**config.mk**
```make
export PLATFORM = sky130hd
export DESIGN_NAME = bpc_top
export DESIGN_NICKNAME = d
export VERILOG_FILES = /design/src/hw/bpc_pkg.sv /design/src/hw/bpc_stack.sv /design/src/hw/bpc_top.sv
export VERILOG_INCLUDE_DIRS = /design/src /design/src/hw
export SDC_FILE = /design/constraint.sdc
export NUM_CORES = 1
export LEC_CHECK = 0
export BUFFER_PORTS_ARGS = -buffer_cell sky130_fd_sc_hd__buf_4
export CAP_MARGIN = 10
export CORE_MARGIN = 2
export CORE_UTILIZATION = 43
export CTS_CLUSTER_SIZE = 40
export DETAILED_ROUTE_END_ITERATION = 10
export PLACE_DENSITY = 0.67
export SKIP_CTS_REPAIR_TIMING = 1
export SLEW_MARGIN = 20
export SYNTH_ARGS = -nofsm -noshare
export SYNTH_HDL_FRONTEND = slang
export SYNTH_HIERARCHICAL = 1
export SYNTH_SLANG_ARGS = --single-unit
export TNS_END_PERCENT = 10
```
**constraint.sdc**
```tcl
create_clock -name clk -period 2.9 [get_ports clk]
set_clock_uncertainty 0.05 [all_clocks]
set_input_delay 0.29 -clock clk [delete_from_list [all_inputs] [get_ports clk]]
set_output_delay 0.29 -clock clk [all_outputs]
set_load 0.01 [all_outputs]
```
**src/hw/bpc_cfg.svh**
```systemverilog
// Constants of the banked program counter
//
// Overview of operation
// - Program address is extended by bank-select bit from output latch bit 3.
// - Bank-select bit changes only on the write-output-port-A instruction.
// - Sequential, jump or call flow never crosses banks on its own.
// - Twelve-bit program counter covers 4096 locations in the chosen bank.
// - After fetch the counter advances by one or two per instruction length.
// - Each transfer loads the counter with its own address.
// - Jump or call loads all twelve bits; bank bit unchanged.
// - Taken conditional branch keeps top bit, loads lower eleven bits.
// - Return loads twelve bits from the stack; bank bit unchanged.
// - Reset starts at 1000H: bank bit one, counter zero.
// - Timer interrupt loads offset 0004H in current bank.
// - External halt interrupt calls offset 8 in current bank.
// - Interrupt pushes counter and carry; call pushes counter only.
`ifndef BPC_CFG_SVH
`define BPC_CFG_SVH
`define BPC_PC_W        12
`define BPC_BANK_BIT    3
`define BPC_RESET_BANK  1'b1
`define BPC_RESET_PC    12'h000
`define BPC_TIMER_VEC   12'h004
`define BPC_EXT_VEC     12'h008
`endif

```
**src/hw/bpc_pkg.sv**
```systemverilog
// Types of the banked program counter
`include "bpc_cfg.svh"
package bpc_pkg;
  typedef enum logic [2:0] {
    BPC_OP_SEQ   = 3'b000,
    BPC_OP_JUMP  = 3'b001,
    BPC_OP_COND  = 3'b010,
    BPC_OP_RET   = 3'b011,
    BPC_OP_RETURN_FROM_INTERRUPT  = 3'b100,
    BPC_OP_TIMER = 3'b101,
    BPC_OP_EXT   = 3'b110
  } bpc_op_t;
  typedef struct packed {
    bpc_op_t                  op;
    logic                     push;
    logic                     two_word;
    logic                     taken;
    logic [`BPC_PC_W-1:0]     target;
  } bpc_cmd_t;
  typedef struct packed {
    logic [`BPC_PC_W-1:0] pc;
    logic                 carry;
  } bpc_stack_t;
endpackage

```
**src/hw/bpc_stack.sv**
```systemverilog
// One-level return stack holding counter and carry
`timescale 1ns/1ns
`default_nettype none
module bpc_stack
  import bpc_pkg::*;
(
  input  wire logic       clk,      // System clock
  input  wire logic       rst_n,    // Async reset, active low
  input  wire logic       push,     // Save entry
  input  wire logic       keep_c,   // Save carry too
  input  wire bpc_stack_t wdata,    // Entry to save
  output var  bpc_stack_t rdata     // Saved entry, registered
);
  bpc_stack_t ent_r, ent_nxt;

  // Call keeps old carry slot; interrupt stores the carry
  always_comb begin
    ent_nxt = ent_r;
    if (push) begin
      ent_nxt.pc = wdata.pc;
      if (keep_c) ent_nxt.carry = wdata.carry;
    end
  end

  // Register stage
  always_ff @(posedge clk or negedge rst_n) begin
    if (!rst_n) ent_r <= '0;
    else ent_r <= ent_nxt;
  end

  assign rdata = ent_r;
endmodule
`default_nettype wire

```
**src/hw/bpc_top.sv**
```systemverilog
// Banked program counter with vectors and one-level stack
`timescale 1ns/1ns
`default_nettype none
`include "bpc_cfg.svh"
module bpc_top
  import bpc_pkg::*;
(
  input  wire logic           clk,             // System clock, 250 MHz
  input  wire logic           rst_n,           // Async reset, active low
  input  wire logic           cycle_en,        // Instruction-cycle boundary pulse
  input  wire bpc_cmd_t       cmd,             // Next-address command
  input  wire logic           write_output_port_a, // Port A write this cycle
  input  wire logic [3:0]     acc,             // Accumulator value
  input  wire logic           carry_in,        // Current carry flag
  output logic [`BPC_PC_W:0]  rom_addr,        // Bank bit and counter
  output logic [`BPC_PC_W-1:0] program_counter, // Counter value
  output logic                rom_bank_select, // Bank-select bit
  output logic                carry_restore,   // Carry to reload on interrupt return
  output logic                carry_restore_vld // One-cycle restore strobe
);
  logic [`BPC_PC_W-1:0] pc_r, pc_nxt;
  logic                 bank_r, bank_nxt;
  logic                 cr_r, cr_nxt, crv_r, crv_nxt;
  logic                 push, keep_c;
  bpc_stack_t           stk_w, stk_r;

  // Wrapping increment inside twelve bits
  function automatic logic [`BPC_PC_W-1:0] pc_inc(input logic [`BPC_PC_W-1:0] pc,
                                                   input logic two);
    pc_inc = pc + (two ? 12'h002 : 12'h001);
  endfunction

  // Next counter and bank; bank moves only on a port-A write
  always_comb begin
    pc_nxt   = pc_r;
    bank_nxt = bank_r;
    cr_nxt   = cr_r;
    crv_nxt  = 1'b0;
    push     = 1'b0;
    keep_c   = 1'b0;
    stk_w.pc    = pc_inc(pc_r, cmd.two_word); // Return lands after the call
    stk_w.carry = carry_in;
    if (cycle_en) begin
      if (write_output_port_a) bank_nxt = acc[`BPC_BANK_BIT];
      case (cmd.op)
        BPC_OP_SEQ:  pc_nxt = pc_inc(pc_r, cmd.two_word);
        BPC_OP_JUMP: begin
          pc_nxt = cmd.target;
          push   = cmd.push;
        end
        BPC_OP_COND: begin
          if (cmd.taken) pc_nxt = {pc_r[`BPC_PC_W-1], cmd.target[`BPC_PC_W-2:0]};
          else pc_nxt = pc_inc(pc_r, cmd.two_word);
        end
        BPC_OP_RET:  pc_nxt = stk_r.pc;
        BPC_OP_RETURN_FROM_INTERRUPT: begin
          pc_nxt  = stk_r.pc;
          cr_nxt  = stk_r.carry;
          crv_nxt = 1'b1;
        end
        BPC_OP_TIMER: begin
          stk_w.pc = pc_r; // Interrupt resumes the pending instruction
          pc_nxt = `BPC_TIMER_VEC;
          push   = 1'b1;
          keep_c = 1'b1;
        end
        BPC_OP_EXT: begin
          stk_w.pc = pc_r;
          pc_nxt = `BPC_EXT_VEC;
          push   = 1'b1;
          keep_c = 1'b1;
        end
        default: pc_nxt = pc_r;
      endcase
    end
  end

  // State registers; reset wins over every load
  always_ff @(posedge clk or negedge rst_n) begin
    if (!rst_n) begin
      pc_r   <= `BPC_RESET_PC;
      bank_r <= `BPC_RESET_BANK;
      cr_r   <= 1'b0;
      crv_r  <= 1'b0;
    end else begin
      pc_r   <= pc_nxt;
      bank_r <= bank_nxt;
      cr_r   <= cr_nxt;
      crv_r  <= crv_nxt;
    end
  end

  bpc_stack u_stack (
    .clk    (clk),
    .rst_n  (rst_n),
    .push   (push),
    .keep_c (keep_c),
    .wdata  (stk_w),
    .rdata  (stk_r)
  );

  // Outputs straight from flops; bank bit on top of the address
  assign rom_addr          = {bank_r, pc_r};
  assign program_counter   = pc_r;
  assign rom_bank_select   = bank_r;
  assign carry_restore     = cr_r;
  assign carry_restore_vld = crv_r;

  // Assertions
  property p_bank_hold;
    @(posedge clk) disable iff (!rst_n)
      !(cycle_en && write_output_port_a) |=> $stable(bank_r);
  endproperty
  a_bank_hold: assert property (p_bank_hold) else $error("bank moved without port write");

  property p_bank_load;
    @(posedge clk) disable iff (!rst_n)
      (cycle_en && write_output_port_a) |=> bank_r == $past(acc[3]);
  endproperty
  a_bank_load: assert property (p_bank_load) else $error("bank not loaded");

  property p_seq;
    @(posedge clk) disable iff (!rst_n)
      (cycle_en && cmd.op == BPC_OP_SEQ) |=>
        pc_r == $past(pc_r) + ($past(cmd.two_word) ? 12'h002 : 12'h001);
  endproperty
  a_seq: assert property (p_seq) else $error("bad increment");

  property p_jump;
    @(posedge clk) disable iff (!rst_n)
      (cycle_en && cmd.op == BPC_OP_JUMP) |=> pc_r == $past(cmd.target);
  endproperty
  a_jump: assert property (p_jump) else $error("bad jump");

  property p_cond;
    @(posedge clk) disable iff (!rst_n)
      (cycle_en && cmd.op == BPC_OP_COND && cmd.taken) |=>
        pc_r[11] == $past(pc_r[11]) && pc_r[10:0] == $past(cmd.target[10:0]);
  endproperty
  a_cond: assert property (p_cond) else $error("bad branch");

  property p_ret;
    @(posedge clk) disable iff (!rst_n)
      (cycle_en && cmd.op == BPC_OP_JUMP && cmd.push) ##1 (cycle_en && cmd.op == BPC_OP_RET)
        |=> pc_r == $past(pc_r, 2) + ($past(cmd.two_word, 2) ? 12'h002 : 12'h001);
  endproperty
  a_ret: assert property (p_ret) else $error("bad return");

  property p_timer;
    @(posedge clk) disable iff (!rst_n)
      (cycle_en && cmd.op == BPC_OP_TIMER) |=> pc_r == 12'h004 &&
        bank_r == ($past(write_output_port_a) ? $past(acc[3]) : $past(bank_r));
  endproperty
  a_timer: assert property (p_timer) else $error("bad timer vector");

  property p_ext;
    @(posedge clk) disable iff (!rst_n)
      (cycle_en && cmd.op == BPC_OP_EXT) |=> pc_r == 12'h008 &&
        bank_r == ($past(write_output_port_a) ? $past(acc[3]) : $past(bank_r));
  endproperty
  a_ext: assert property (p_ext) else $error("bad ext vector");

  property p_idle;
    @(posedge clk) disable iff (!rst_n)
      !cycle_en |=> $stable(pc_r);
  endproperty
  a_idle: assert property (p_idle) else $error("pc moved off boundary");

  // Return paths read the single stack entry
  property p_ret_load;
    @(posedge clk) disable iff (!rst_n)
      (cycle_en && cmd.op == BPC_OP_RET) |=> pc_r == $past(stk_r.pc);
  endproperty
  a_ret_load: assert property (p_ret_load) else $error("return missed stack");

  property p_return_from_interrupt_load;
    @(posedge clk) disable iff (!rst_n)
      (cycle_en && cmd.op == BPC_OP_RETURN_FROM_INTERRUPT) |=>
        crv_r && pc_r == $past(stk_r.pc) && cr_r == $past(stk_r.carry);
  endproperty
  a_return_from_interrupt_load: assert property (p_return_from_interrupt_load) else $error("bad interrupt return");

  property p_int_return_from_interrupt;
    @(posedge clk) disable iff (!rst_n)
      (cycle_en && cmd.op == BPC_OP_TIMER) ##1 (cycle_en && cmd.op == BPC_OP_RETURN_FROM_INTERRUPT)
        |=> cr_r == $past(carry_in, 2) && pc_r == $past(pc_r, 2);
  endproperty
  a_int_return_from_interrupt: assert property (p_int_return_from_interrupt) else $error("carry not restored");

  // Restore strobe lasts one cycle only
  property p_vld_pulse;
    @(posedge clk) disable iff (!rst_n)
      !(cycle_en && cmd.op == BPC_OP_RETURN_FROM_INTERRUPT) |=> !crv_r;
  endproperty
  a_vld_pulse: assert property (p_vld_pulse) else $error("stray restore strobe");

  // An unknown code must leave counter and stack alone
  property p_unknown;
    @(posedge clk) disable iff (!rst_n)
      (cycle_en && cmd.op == bpc_op_t'(3'h7)) |=> $stable(pc_r) && $stable(stk_r);
  endproperty
  a_unknown: assert property (p_unknown) else $error("unknown code moved state");

  // What calls and interrupts leave on the stack, and branch fall-through
  property p_call_push;
    @(posedge clk) disable iff (!rst_n)
      (cycle_en && cmd.op == BPC_OP_JUMP && cmd.push) |=> $stable(stk_r.carry) &&
        stk_r.pc == $past(pc_r) + ($past(cmd.two_word) ? 12'h002 : 12'h001);
  endproperty
  a_call_push: assert property (p_call_push) else $error("bad call push");

  property p_int_push;
    @(posedge clk) disable iff (!rst_n)
      (cycle_en && (cmd.op == BPC_OP_TIMER || cmd.op == BPC_OP_EXT)) |=>
        stk_r.pc == $past(pc_r) && stk_r.carry == $past(carry_in);
  endproperty
  a_int_push: assert property (p_int_push) else $error("bad interrupt push");

  property p_cond_nt;
    @(posedge clk) disable iff (!rst_n)
      (cycle_en && cmd.op == BPC_OP_COND && !cmd.taken) |=>
        pc_r == $past(pc_r) + ($past(cmd.two_word) ? 12'h002 : 12'h001);
  endproperty
  a_cond_nt: assert property (p_cond_nt) else $error("bad branch fall-through");

  c_bank:  cover property (@(posedge clk) cycle_en && write_output_port_a);
  c_return_from_interrupt:  cover property (@(posedge clk) crv_r);
  c_wrap:  cover property (@(posedge clk) pc_r == 12'hFFF && cycle_en && cmd.op == BPC_OP_SEQ);
  c_int:   cover property (@(posedge clk)
    (cycle_en && cmd.op == BPC_OP_TIMER) ##1 (cycle_en && cmd.op == BPC_OP_RETURN_FROM_INTERRUPT));
  c_call:  cover property (@(posedge clk)
    (cycle_en && cmd.op == BPC_OP_JUMP && cmd.push) ##1 (cycle_en && cmd.op == BPC_OP_RET));
endmodule
`default_nettype wire

```
After elaboration in Yosys (flattened, before gate mapping) --
Index checks and enable logic that the tools add are counted.
Storage, ports and cells: bits in read-only memories 0, bits in writable memories 0, memories kept 0, bits in registers 28, logic and storage cells 35, bits in latches 0
Operators by class: reduce and logical (&&, ||, !) cells 9, div/mod/pow operators 0, multiply operators 0, equality and inequality tests 7, add/subtract/negate cells 1, magnitude comparators 0, shift-type cells 0, multiplexer cells 11, bitwise logic cells 0
Operators with widths (count):
- $pmux 12 s6 | 1
- $mux 12 | 3
- $add 12x2->12 | 1
- $eq 3x3->1 const B | 3
- $reduce_and 2->1 | 4
- $eq 3x2->1 const B | 2
- $reduce_bool 6->1 | 1
- $mux 1 | 5
- $reduce_or 2->1 | 2
- $eq 3x1->1 const B | 1
- $logic_not 3->1 | 1
- $reduce_and 3->1 | 1
- $mux 2 | 1
- $ne 2x2->1 const B | 1
- $pmux 1 s2 | 1

Depth between registers and ports, before layout --
Gate-level depths: netlist of run 1.
depth after elaboration 5, depth in mapped cells 10, mapped depth without buffers 9

Cells and area by module --
Netlist of run 1, hierarchy kept.
Modules (own cells, without submodules):
- bpc_top | cells an instance 222, area an instance 1729.2 µm², times used 1
- bpc_stack | cells an instance 28, area an instance 524.3 µm², times used 1

Least setup slack after synthesis of run 1 --
Ideal clock, no wire load.
path kind reg2reg, start reg pc_r[0] (netlist: program_counter[0]), end reg u_stack.ent_r, in the netlist u_stack/rdata[11], slack 0.706 ns, period minus slack after synthesis 2.194 ns, required time 2.725 ns, setup time 0.125 ns, buffers on the path 1, cell stages (with the launch flop) 10, arrival 2.020 ns, path through dfrtp_1 -> ha_1 -> inv_1 -> fa_1 -> nor2b_1 -> clkbuf_1 -> nand3_1 -> nor3_1 -> xnor2_1 -> mux2_2
RTL lines:
- start: declaration | RTL line bpc_top.sv:21 | logic [`BPC_PC_W-1:0] pc_r, pc_nxt;
- start signal: assignment | RTL line bpc_top.sv:81 | pc_r <= `BPC_RESET_PC;
- start signal: assignment | RTL line bpc_top.sv:86 | pc_r <= pc_nxt;
- end signal: assignment | RTL line bpc_stack.sv:28 | else ent_r <= ent_nxt;
- end: declaration | RTL line bpc_stack.sv:14 | bpc_stack_t ent_r, ent_nxt;

==> implementation parameters, run 1 <==
Parameter                              Value

Outcome
  Result of the run ... complete, no violations

Global route
  Antenna violations before repair ... 0
  Via count of the first global-routing pass ... 1,864
  Global-route wire length before repair ... 9735 um
  GRT Residual Overflow ... 0
  Global-route usage over all layers ... 20.60%
  Pin count of the biggest net entering global routing ... 33

Route
  Drt drc ... 0
  DR WL met2 ... 2674 um
  Post-DR vias/cell ... 5.646
  Number of search-and-repair iterations in the first detailed-routing pass ... 5
  Met3 wire length ... 257 um
  Length of routed wiring on met1 ... 2732 um
  DRC marker count from the first detailed-route iteration ... 138
  Top sig layer ... met4
  Detailed-route wire length ... about 5700 um
  Detailed-route wire length per cell ... 16.37 um
  Total vias in the final route ... approximately 2.0k
  ANT nets after route ... 0

Die
  Die Ht ... 76.39 um
  Die span in x ... 76.39 um
  Number of top-level design ports ... between 50 and 60
  Die Area ... 5835 um2
  Site Rows ... 26
  Core box area ... 5075 um2
  Starting Density ... between 40% and 50%

Layout
  Fraction of final layout cells with drive strength greater than 1 ... 28.93%
  Final net count ... roughly 310
  Final Cell Area ... 2610 um2
  Antenna diode count ... 0
  Final cell count without fillers ... 350
  Layout Utilization ... 51.43%
  Area overhead of the layout relative to synthesis ... 15.82%

STA
  Setup repair after global routing missed its margin ... no
  Final Hold Vio Count ... 0
  Max frequency ... 437.2 MHz
  Setup TNS ... 0 ns
  Relative slew slack ... 57.05%
  Post-route worst setup slack ... 0.6126 ns
  Final critical delay including setup and external delays ... 2.287 ns
  Final slew viol count ... 0
  Worst hold slack ... 0.1889 ns
  Endpoints failing setup ... 0
  Worst-Margin Slew ... 0.6443 ns
  Final worst path period share ... between 70 and 80%

Run
  Maximum Capacitance Violations ... 0

Clock network
  Root Buffer ... sky130_fd_sc_hd__clkbuf_8
  Worst-case clock buffer depth ... 2
  Cts bufs inserted ... 3
  Clock tree from TritonCTS ... yes
  Sinks on Clock Net ... 28
  Htree depth ... 1
  Clk Latency, worst-skew pair ... 0.28 ns
  Clock-pin slew on the worst setup and hold paths ... 0.10 ns

Power
  Combinational cell fraction of total power ... 40.1%
  Relative contribution of the clock network to total power ... 16.9%
  Part of the power in registers ... a little over two fifths
  Leakage component of the power ... 1.128 nW
  Switching power ... 530.1 uW
  Internal Pwr Total ... 945.9 uW
  Switch share ... 35.91%
  Final Power ... approximately 1.5 mW
  Ratio of total power to cell area ... 565.5 nW/um2
  Peak supply drop ... roughly 350 uV

Synthesis
  Number of nets produced by synthesis ... 280
  Share of the yosys chip area belonging to registers ... 31.15%
  Number of standard cells after synthesis ... 250
  Count of distinct cell types in the synthesized netlist ... 56
  Count of state elements after synthesis ... 28
  Synthesized area per cell ... 9.014 um2
  Number of warnings issued by yosys ... 6
  Number of flops mapped to enable cells by yosys ... 0
  Synth Cell Area ... between 2000 and 2500 um2
  Proportion of synthesized flip-flops having asynchronous set or reset ... 100.0%
  Main flop type after synthesis ... sky130_fd_sc_hd__dfrtp_1

Place
  Placed wire-length estimate ... approximately 4000 um
  Setup slack at placement ... 0.5625 ns
  Number of instances in the placed design ... 345
  Port Buf Inserts ... a little over 50
  Routability-driven placement congestion ratio ... about 0.85
  Area after detailed placement ... between 2000 and 3000 um2

Setup path
  Required time worst endpoint ... 3.03 ns
  Critical path start-end classification ... reg -> reg
  Crit Path Max Fanout ... 5
  Crit. End Element ... flop
  Kind of launch point of the worst setup path ... flop
  Data arrival time at the worst-slack endpoint ... 2.41 ns

Min path
  Worst min path class ... in -> reg
==> registers in the layout, indices dropped and copies added (netlist names) <==
| register | count |
|---|---|
| carry_restore | 1 |
| carry_restore_vld | 1 |
| program_counter | 12 |
| rom_bank_select | 1 |
| u_stack/rdata | 13 |
==> critical path: stages (launching register included) <==
cell,delay [ns]
sky130_fd_sc_hd__dfrtp_1,0.44
sky130_fd_sc_hd__ha_1,0.22
sky130_fd_sc_hd__inv_1,0.06
sky130_fd_sc_hd__fa_1,0.43
sky130_fd_sc_hd__nor2b_1,0.26
sky130_fd_sc_hd__nand3_1,0.15
sky130_fd_sc_hd__nor3_1,0.22
sky130_fd_sc_hd__xnor2_1,0.09
sky130_fd_sc_hd__mux2_2,0.26
==> power by group through the flow <==
stage | logic [mW] | clock network, mW | registers (mW)
floorplan | 0.434 | 0 | 0.610
global placement | 0.579 | 0 | 0.638
detailed placement | 0.589 | 0 | 0.642
CTS | 0.593 | 0.253 | 0.634
global route | 0.644 | 0.273 | 0.658
finish | 0.592 | 0.249 | 0.635
==> path summary, 6_finish.rpt <==
kind                                    start                end  slack, ns  cells past startpoint
hold reg to reg                 carry_restore      carry_restore       0.47                      1
max in group asynchronous               rst_n    rom_bank_select       2.07                      2
min in group asynchronous               rst_n   u_stack/rdata[9]       0.40                      2
hold / removal                         acc[3]    rom_bank_select       0.19                      2
setup / recovery           program_counter[0]  u_stack/rdata[11]       0.61                      8
setup reg to reg           program_counter[0]  u_stack/rdata[11]       0.61                      8
==> layer usage <==
metal  track usage (%)  vias up
met5                 0        -
met4             5.455        0
met3             2.725        7
met2             31.59       58
met1             30.57      948
li1                  -      963
==> cells in the mapped netlist, types with 2 or more instances <==
cell type | instances | area share (%)
sky130_fd_sc_hd__a22o_1 | 3 | 1.2
sky130_fd_sc_hd__xnor2_1 | 10 | 3.9
sky130_fd_sc_hd__mux2_2 | 5 | 2.5
sky130_fd_sc_hd__nand4_1 | 3 | 0.83
sky130_fd_sc_hd__a211oi_1 | 3 | 1.0
sky130_fd_sc_hd__ha_1 | 2 | 1.1
sky130_fd_sc_hd__a21o_1 | 2 | 0.67
sky130_fd_sc_hd__clkbuf_1 | 2 | 0.33
sky130_fd_sc_hd__nand2b_1 | 2 | 0.56
sky130_fd_sc_hd__nand2_1 | 25 | 4.2
sky130_fd_sc_hd__buf_2 | 8 | 1.8
sky130_fd_sc_hd__a311oi_1 | 4 | 1.6
sky130_fd_sc_hd__a32oi_1 | 2 | 0.78
sky130_fd_sc_hd__a31oi_1 | 2 | 0.56
sky130_fd_sc_hd__a311o_1 | 2 | 0.89
sky130_fd_sc_hd__a221oi_1 | 4 | 1.6
sky130_fd_sc_hd__nand3_1 | 7 | 1.6
sky130_fd_sc_hd__dfrtp_1 | 27 | 30
sky130_fd_sc_hd__o311ai_1 | 2 | 0.78
sky130_fd_sc_hd__inv_1 | 11 | 1.8
sky130_fd_sc_hd__buf_6 | 4 | 2.0
sky130_fd_sc_hd__nor2_1 | 17 | 2.8
sky130_fd_sc_hd__o221ai_1 | 2 | 0.78
sky130_fd_sc_hd__a21oi_1 | 18 | 4.0
sky130_fd_sc_hd__mux2_4 | 10 | 6.7
sky130_fd_sc_hd__o21ai_0 | 10 | 2.2
sky130_fd_sc_hd__nor3b_1 | 2 | 0.67
sky130_fd_sc_hd__nand3b_1 | 11 | 3.7
sky130_fd_sc_hd__o2bb2ai_1 | 3 | 1.2
sky130_fd_sc_hd__buf_4 | 15 | 5.0
sky130_fd_sc_hd__nor3_1 | 3 | 0.67
sky130_fd_sc_hd__and2_1 | 5 | 1.4
==> placed cells by master, fill, tap and decap left out, types with 5 or more instances in the layout <==
master,n
sky130_fd_sc_hd__xnor2_1,10
sky130_fd_sc_hd__a21oi_1,18
sky130_fd_sc_hd__nand3b_1,11
sky130_fd_sc_hd__o21ai_0,10
sky130_fd_sc_hd__buf_4,55
sky130_fd_sc_hd__nand2_1,25
sky130_fd_sc_hd__nor2_1,17
sky130_fd_sc_hd__inv_1,11
sky130_fd_sc_hd__mux2_4,10
sky130_fd_sc_hd__mux2_2,5
sky130_fd_sc_hd__dfrtp_1,27
sky130_fd_sc_hd__and2_1,5
sky130_fd_sc_hd__nand3_1,7
==> final cells by class <==
class	instances	area [um2]
fill	512	2465
multi-input combinational	181	1301
tap	70	87.58
timing repair buffer	56	422.9
clock buffer	4	55.05
inverter	11	41.29
sequential	28	701.9
==> cells by family (layout without fill, tap and decap cells) <==
group	after synthesis	after routing	share of synthesized area, %
XOR/XNOR	11	11	4.275
AO/OA/AOI/OAI	68	68	22.49
flip-flops	28	28	31.15
AND/OR/NAND/NOR	83	83	19.38
multiplexers	16	16	9.605
adder cells (fa/ha/maj)	3	3	1.999
buffers and inverters	41	71	11.10
(Power assumes the default switching activity.)
==> run 2: changes to the inputs <==
==> constraint.sdc (replaced) <==
create_clock -name clk -period 2.2 [get_ports clk]
set_clock_uncertainty 0.05 [all_clocks]
set_input_delay 0.22 -clock clk [delete_from_list [all_inputs] [get_ports clk]]
set_output_delay 0.22 -clock clk [all_outputs]
set_load 0.01 [all_outputs]
==> implementation parameters, run 2 (synthesis gave the netlist of run 1 again) <==
Parameter                              Value

Outcome
  Result of the run ... complete, no violations

Clock network
  Cts bufs inserted ... 3 (unchanged)
  Clk Latency, worst-skew pair ... 0.28 ns (about the same)
  Clock-pin slew on the worst setup and hold paths ... 0.10 ns (about the same)
  Htree depth ... 1 (unchanged)
  Clock tree from TritonCTS ... yes
  Sinks on Clock Net ... 28 (unchanged)
  Root Buffer ... sky130_fd_sc_hd__clkbuf_8
  Worst-case clock buffer depth ... 2 (unchanged)

Power
  Leakage component of the power ... 1.185 nW (+5.1%)
  Part of the power in registers ... 40.7% (-2.3 points)
  Switching power ... 716.3 uW (+35%)
  Switch share ... 35.72% (-0.20 points)
  Combinational cell fraction of total power ... 42.7% (+2.6 points)
  Internal Pwr Total ... 1.289 mW (+36%)
  Ratio of total power to cell area ... 740.0 nW/um2 (+31%)
  Peak supply drop ... 366.8 uV (+5.7%)
  Relative contribution of the clock network to total power ... 16.6% (-0.3 points)

Global route
  GRT Residual Overflow ... 0 (unchanged)
  Global-route usage over all layers ... 21.08% (+0.48 points)
  Antenna violations before repair ... 0 (unchanged)
  Via count of the first global-routing pass ... 1,975 (+6.0%)
  Global-route wire length before repair ... 9970 um (+2.4%)
  Pin count of the biggest net entering global routing ... 33 (unchanged)

Route
  Number of search-and-repair iterations in the first detailed-routing pass ... 4 (-1)
  ANT nets after route ... 0 (unchanged)
  Detailed-route wire length ... 5906 um (+3.1%)
  DRC marker count from the first detailed-route iteration ... 195 (+41%)
  Drt drc ... 0 (unchanged)
  Post-DR vias/cell ... 5.619 (-0.47%)
  Detailed-route wire length per cell ... 16.41 um (+0.24%)
  Total vias in the final route ... 2,023 (+2.4%)

Layout
  Antenna diode count ... 0 (unchanged)
  Fraction of final layout cells with drive strength greater than 1 ... 32.07% (+3.1 points)
  Final Cell Area ... 2710 um2 (+3.8%)
  Area overhead of the layout relative to synthesis ... 20.27%
  Most frequent cells in the layout ... sky130_fd_sc_hd__buf_4, sky130_fd_sc_hd__dfrtp_1, sky130_fd_sc_hd__nand2_1
  Final net count ... 321 (+3.2%)
  Max FFs per register ... 13 (unchanged)
  Most common cell after layout, fill and taps aside ... sky130_fd_sc_hd__buf_4

STA
  Endpoints failing setup ... 0 (unchanged)
  Worst-Margin Slew ... 0.5116 ns (-0.1327 ns)
  Relative slew slack ... 65.89% (+8.8 points)
  Final worst path period share ... 95.03% (+16 points)
  Final critical delay including setup and external delays ... 2.091 ns (-0.1967 ns)
  Max frequency ... 478.3 MHz (+9.4%)
  Setup repair after global routing missed its margin ... no
  Setup TNS ... 0 ns (unchanged)
  Final slew viol count ... 0 (unchanged)
  Final Hold Vio Count ... 0 (unchanged)

Die
  Core box area ... 5075 um2 (unchanged)
  Die Ht ... 76.39 um (unchanged)
  Die span in x ... 76.39 um (unchanged)
  Number of top-level design ports ... 55 (unchanged)
  Site Rows ... 26 (unchanged)
  Die Area ... 5835 um2 (unchanged)
  Starting Density ... 44.40% (unchanged)

Place
  Port Buf Inserts ... 51 (unchanged)
  Area after detailed placement ... 2620 um2 (+2.9%)
  Placed wire-length estimate ... 4164 um (+3.2%)
  Routability-driven placement congestion ratio ... 0.8385 (-1.2%)

Setup path
  CP max stage delay ... 0.41 ns (-0.03 ns)
  Cells traversed along the worst timing path ... ha_4, inv_1, fa_1, nor2b_1, buf_4, nand3_1, nor3_1, xnor2_1, mux2_2
  R2r startpoint ... program_counter[0]
  Crit Path Max Fanout ... 5 (unchanged)
  Setup slack of the worst register-to-register path ... 0.11 ns (-0.50 ns)
  Kind of launch point of the worst setup path ... flop
  Number of cell instances on the worst register-to-register path ... 9 (+1)
  Crit. End Element ... flop
  Data arrival time at the worst-slack endpoint ... 2.22 ns (-0.19 ns)
  Critical path start-end classification ... reg -> reg
  Cell with the biggest individual delay on the critical path ... sky130_fd_sc_hd__dfrtp_1
  Required time worst endpoint ... 2.33 ns (-0.70 ns)
  Endpoint of the worst-slack reg-to-reg timing path ... u_stack/rdata[11]

Min path
  Worst-case hold path end point ... rom_bank_select
  Worst hold stages ... 2 (unchanged)
  Startpoint of the most critical hold path ... acc[3]
  Worst min path class ... in -> reg

Run
  Maximum Capacitance Violations ... 0 (unchanged)
run 2: metrics by stage:
step                      hold WS (ns)  util, %  worst slack, ns  total power [mW]  instances
final                           0.1143    53.40           0.1093             2.005        360
after global routing            0.1173    53.40         0.008823             2.146        360
after CTS                      -0.1987    52.71          0.02129             2.001        359
after detailed placement        0.1148    51.63          0.02985             1.662        355
after global placement          0.1159    51.63          0.07794             1.647        355
after floorplan                -0.1256        -         0.005624             1.376        250
run 2: final cells by class:
class                   instances  area, um2
clock buffers                   4      55.05
multi-input cells             181       1326
inverters                      11      41.29
flip-flops and latches         28      701.9
well taps                      70      87.58
repair buffers                 66      498.0
fillers                       500       2365
run 2: worst max-delay path by stage:
stage	cells after the start	endpoint	start	slack (ns)
finish	9	u_stack/rdata[11]	program_counter[0]	0.11
global route	9	u_stack/rdata[7]	program_counter[0]	0.009
CTS	6	u_stack/rdata[12]	program_counter[1]	0.02
detailed placement	6	u_stack/rdata[12]	program_counter[1]	0.03
global placement	11	u_stack/rdata[11]	cmd[13]	0.08
floorplan	9	u_stack/rdata[11]	program_counter[0]	0.006
run 2: critical path: cells and delay by family (launching register included):
kind / cells / cell delay, ns
buffers and inverters: 2 / 0.20
AND/OR/NAND/NOR: 3 / 0.45
flip-flops: 1 / 0.41
adder cells (fa/ha/maj): 2 / 0.55
multiplexers: 1 / 0.26
XOR/XNOR: 1 / 0.08
run 2: power by group through the flow:
stage | Clock [mW] | Sequential (mW) | Combinational [mW]
after floorplan | 0 | 0.804 | 0.572
after global placement | 0 | 0.820 | 0.827
after detailed placement | 0 | 0.823 | 0.839
after CTS | 0.343 | 0.813 | 0.845
after global routing | 0.363 | 0.842 | 0.940
final | 0.333 | 0.816 | 0.857
run 2: routing by layer:
layer	vias to the layer above	GRT usage (%)	part of all wire [%]
met5	-	0	0
met4	0	5.818	0.90
met3	6	4.028	6.6
met2	69	32.83	46
met1	968	29.97	46
li1	980	-	-
==> run 3: changes to the inputs <==
--- a/config.mk
+++ b/config.mk
@@ -6,15 +6,15 @@
 export SDC_FILE = /design/constraint.sdc
 export NUM_CORES = 1
 export LEC_CHECK = 0
-export BUFFER_PORTS_ARGS = -buffer_cell sky130_fd_sc_hd__buf_4
 export CAP_MARGIN = 10
 export CORE_MARGIN = 2
 export CORE_UTILIZATION = 43
 export CTS_CLUSTER_SIZE = 40
 export DETAILED_ROUTE_END_ITERATION = 10
-export PLACE_DENSITY = 0.67
+export DONT_BUFFER_PORTS = 1
+export GPL_TIMING_DRIVEN = 0
+export PLACE_DENSITY = 0.59
 export SKIP_CTS_REPAIR_TIMING = 1
-export SLEW_MARGIN = 20
 export SYNTH_ARGS = -nofsm -noshare
 export SYNTH_HDL_FRONTEND = slang
 export SYNTH_HIERARCHICAL = 1
==> implementation parameters, run 3 (synthesis gave the netlist of run 1 again) <==
Parameter                              Value

Route
  Number of search-and-repair iterations in the first detailed-routing pass ... 5 (+1)
  Total vias in the final route ... 1,970 (-2.6%)
  DRC marker count from the first detailed-route iteration ... 134 (-31%)
  Detailed-route wire length per cell ... 19.37 um (+18%)
  Drt drc ... 0 (unchanged)
  ANT nets after route ... 0 (unchanged)
  Post-DR vias/cell ... 5.970 (+6.2%)
  Detailed-route wire length ... 6392 um (+8.2%)

Power
  Switch share ... 35.52% (-0.20 points)
  Switching power ... 711.7 uW (-0.64%)
  Part of the power in registers ... 42.4% (+1.7 points)
  Peak supply drop ... 340.6 uV (-7.1%)
  Final Power ... 2.004 mW (about the same)
  Ratio of total power to cell area ... 788.6 nW/um2 (+6.6%)
  Internal Pwr Total ... 1.292 mW (+0.24%)
  Combinational cell fraction of total power ... 36.3% (-6.4 points)
  Leakage component of the power ... 1.033 nW (-13%)
  Relative contribution of the clock network to total power ... 21.2% (+4.6 points)

Min path
  Worst hold stages ... 1 (-1)
  Startpoint of the most critical hold path ... carry_in
  Worst-case hold path end point ... u_stack/rdata[0]
  Worst min path class ... in -> reg

STA
  Final Hold Vio Count ... 0 (unchanged)
  Max frequency ... 461.4 MHz (-3.5%)
  Final worst path period share ... 98.51% (+3.5 points)
  Relative slew slack ... 57.48% (-8.4 points)
  Setup repair after global routing missed its margin ... yes
  Worst-Margin Slew ... 0.6350 ns (+0.1234 ns)
  Endpoints failing setup ... 0 (unchanged)
  Setup TNS ... 0 ns (unchanged)
  Final critical delay including setup and external delays ... 2.167 ns (+0.07658 ns)
  Final slew viol count ... 0 (unchanged)

Die
  Die Area ... 5835 um2 (unchanged)
  Die Ht ... 76.39 um (unchanged)
  Die span in x ... 76.39 um (unchanged)
  Core box area ... 5075 um2 (unchanged)
  Site Rows ... 26 (unchanged)
  Starting Density ... 44.40% (unchanged)
  Number of top-level design ports ... 55 (unchanged)

Outcome
  Result of the run ... complete, no violations

Layout
  Most frequent cells in the layout ... sky130_fd_sc_hd__dfrtp_1, sky130_fd_sc_hd__nand2_1, sky130_fd_sc_hd__buf_4
  Fraction of final layout cells with drive strength greater than 1 ... 26.54% (-5.5 points)
  Most common cell after layout, fill and taps aside ... sky130_fd_sc_hd__dfrtp_1
  Layout Utilization ... 50.07% (-3.3 points)
  Max FFs per register ... 13 (unchanged)
  Final Cell Area ... 2541 um2 (-6.2%)
  Final cell count without fillers ... 330 (-8.3%)
  Final net count ... 291 (-9.3%)
  Area overhead of the layout relative to synthesis ... 12.77%
  Antenna diode count ... 0 (unchanged)

Global route
  Global-route wire length before repair ... 10,080 um (+1.1%)
  Pin count of the biggest net entering global routing ... 29 (-12%)
  Antenna violations before repair ... 0 (unchanged)
  Via count of the first global-routing pass ... 1,947 (-1.4%)
  Global-route usage over all layers ... 21.70% (+0.63 points)
  GRT Residual Overflow ... 0 (unchanged)

Clock network
  Clk Latency, worst-skew pair ... 0.28 ns (about the same)
  Clock tree from TritonCTS ... yes
  Htree depth ... 1 (unchanged)
  Clock-pin slew on the worst setup and hold paths ... 0.11 ns (about the same)
  Root Buffer ... sky130_fd_sc_hd__clkbuf_8
  Sinks on Clock Net ... 28 (unchanged)
  Cts bufs inserted ... 3 (unchanged)
  Worst-case clock buffer depth ... 2 (unchanged)

Place
  Area after detailed placement ... 2341 um2 (-11%)
  Port Buf Inserts ... 0 (-100%)
  Number of instances in the placed design ... 320 (-9.9%)
  Placed wire-length estimate ... 4418 um (+6.1%)
  Routability-driven placement congestion ratio ... 0.8306 (-0.94%)

Setup path
  Number of cell instances on the worst register-to-register path ... 9 (unchanged)
  Critical path start-end classification ... reg -> reg
  Kind of launch point of the worst setup path ... flop
  Required time worst endpoint ... 2.38 ns (+0.05 ns)
  Crit. End Element ... flop
  Crit Path Max Fanout ... 7 (+2)
  Endpoint of the worst-slack reg-to-reg timing path ... program_counter[8]
  Data arrival time at the worst-slack endpoint ... 2.35 ns (+0.13 ns)
  R2r startpoint ... program_counter[0]
  Setup slack of the worst register-to-register path ... 0.03 ns (-0.08 ns)

Run
  Maximum Capacitance Violations ... 0 (unchanged)
[run 3: cell count changes in the layout (fill, tap and decap cells not counted), sizes merged]
cell / change
buf: -31
bufinv: +1
[run 3: stage by stage]
stage | setup WS [ns] | hold WS, ns
2_1_floorplan | 0.005624 | -0.1256
3_3_place_gp | -0.3815 | -0.1245
3_5_place_dp | -0.3700 | -0.1243
4_1_cts | -0.3987 | -0.4439
5_1_grt | -0.03722 | 0.02290
6_report | 0.03273 | 0.03142
[run 3: layout make-up]
type                    instances  area [um2]
fillers                       518        2534
clock buffers                   3       41.29
multi-input cells             181        1358
repair buffers                  6       63.81
clock inverters                 1       30.03
well taps                      70       87.58
inverters                      11       41.29
plain buffers                  30       216.5
flip-flops and latches         28       703.2
[run 3: metal layers]
metal | track usage, % | share of wire, % | vias up | wire length, um
met3 | 4.384 | 7.7 | 2 | 491
met1 | 29.71 | 44 | 977 | 2837
met4 | 4.909 | 0.39 | 0 | 25
met2 | 35.49 | 48 | 71 | 3038
li1 | - | - | 920 | -
met5 | 0 | 0 | - | 0
[run 3: power by group through the flow]
stage / clock network [mW] / logic [mW] / registers, mW
finish: 0.425 / 0.728 / 0.851
global route: 0.456 / 0.798 / 0.873
CTS: 0.441 / 0.665 / 0.845
detailed placement: 0 / 0.661 / 0.856
global placement: 0 / 0.655 / 0.856
floorplan: 0 / 0.572 / 0.804
[run 3: critical path, cell delays in order (launching register included)]
cell and delay (ns):
sky130_fd_sc_hd__dfrtp_2 0.48, sky130_fd_sc_hd__ha_4 0.17, sky130_fd_sc_hd__inv_2 0.04, sky130_fd_sc_hd__fa_2 0.40, sky130_fd_sc_hd__nor2b_2 0.14, sky130_fd_sc_hd__buf_6 0.15, sky130_fd_sc_hd__nand3_4 0.09, sky130_fd_sc_hd__buf_4 0.17
sky130_fd_sc_hd__o311ai_1 0.26, sky130_fd_sc_hd__a22o_1 0.18
[run 3: how the worst max path moves through the flow]
stage | start | end | slack, ns | depth (start not counted)
after floorplan | program_counter[0] | u_stack/rdata[11] | 0.006 | 9
after global placement | program_counter[0] | u_stack/rdata[11] | -0.38 | 9
after detailed placement | program_counter[0] | u_stack/rdata[11] | -0.37 | 9
after CTS | program_counter[0] | u_stack/rdata[11] | -0.40 | 9
after global routing | program_counter[0] | program_counter[8] | -0.04 | 9
final | program_counter[0] | program_counter[8] | 0.03 | 9
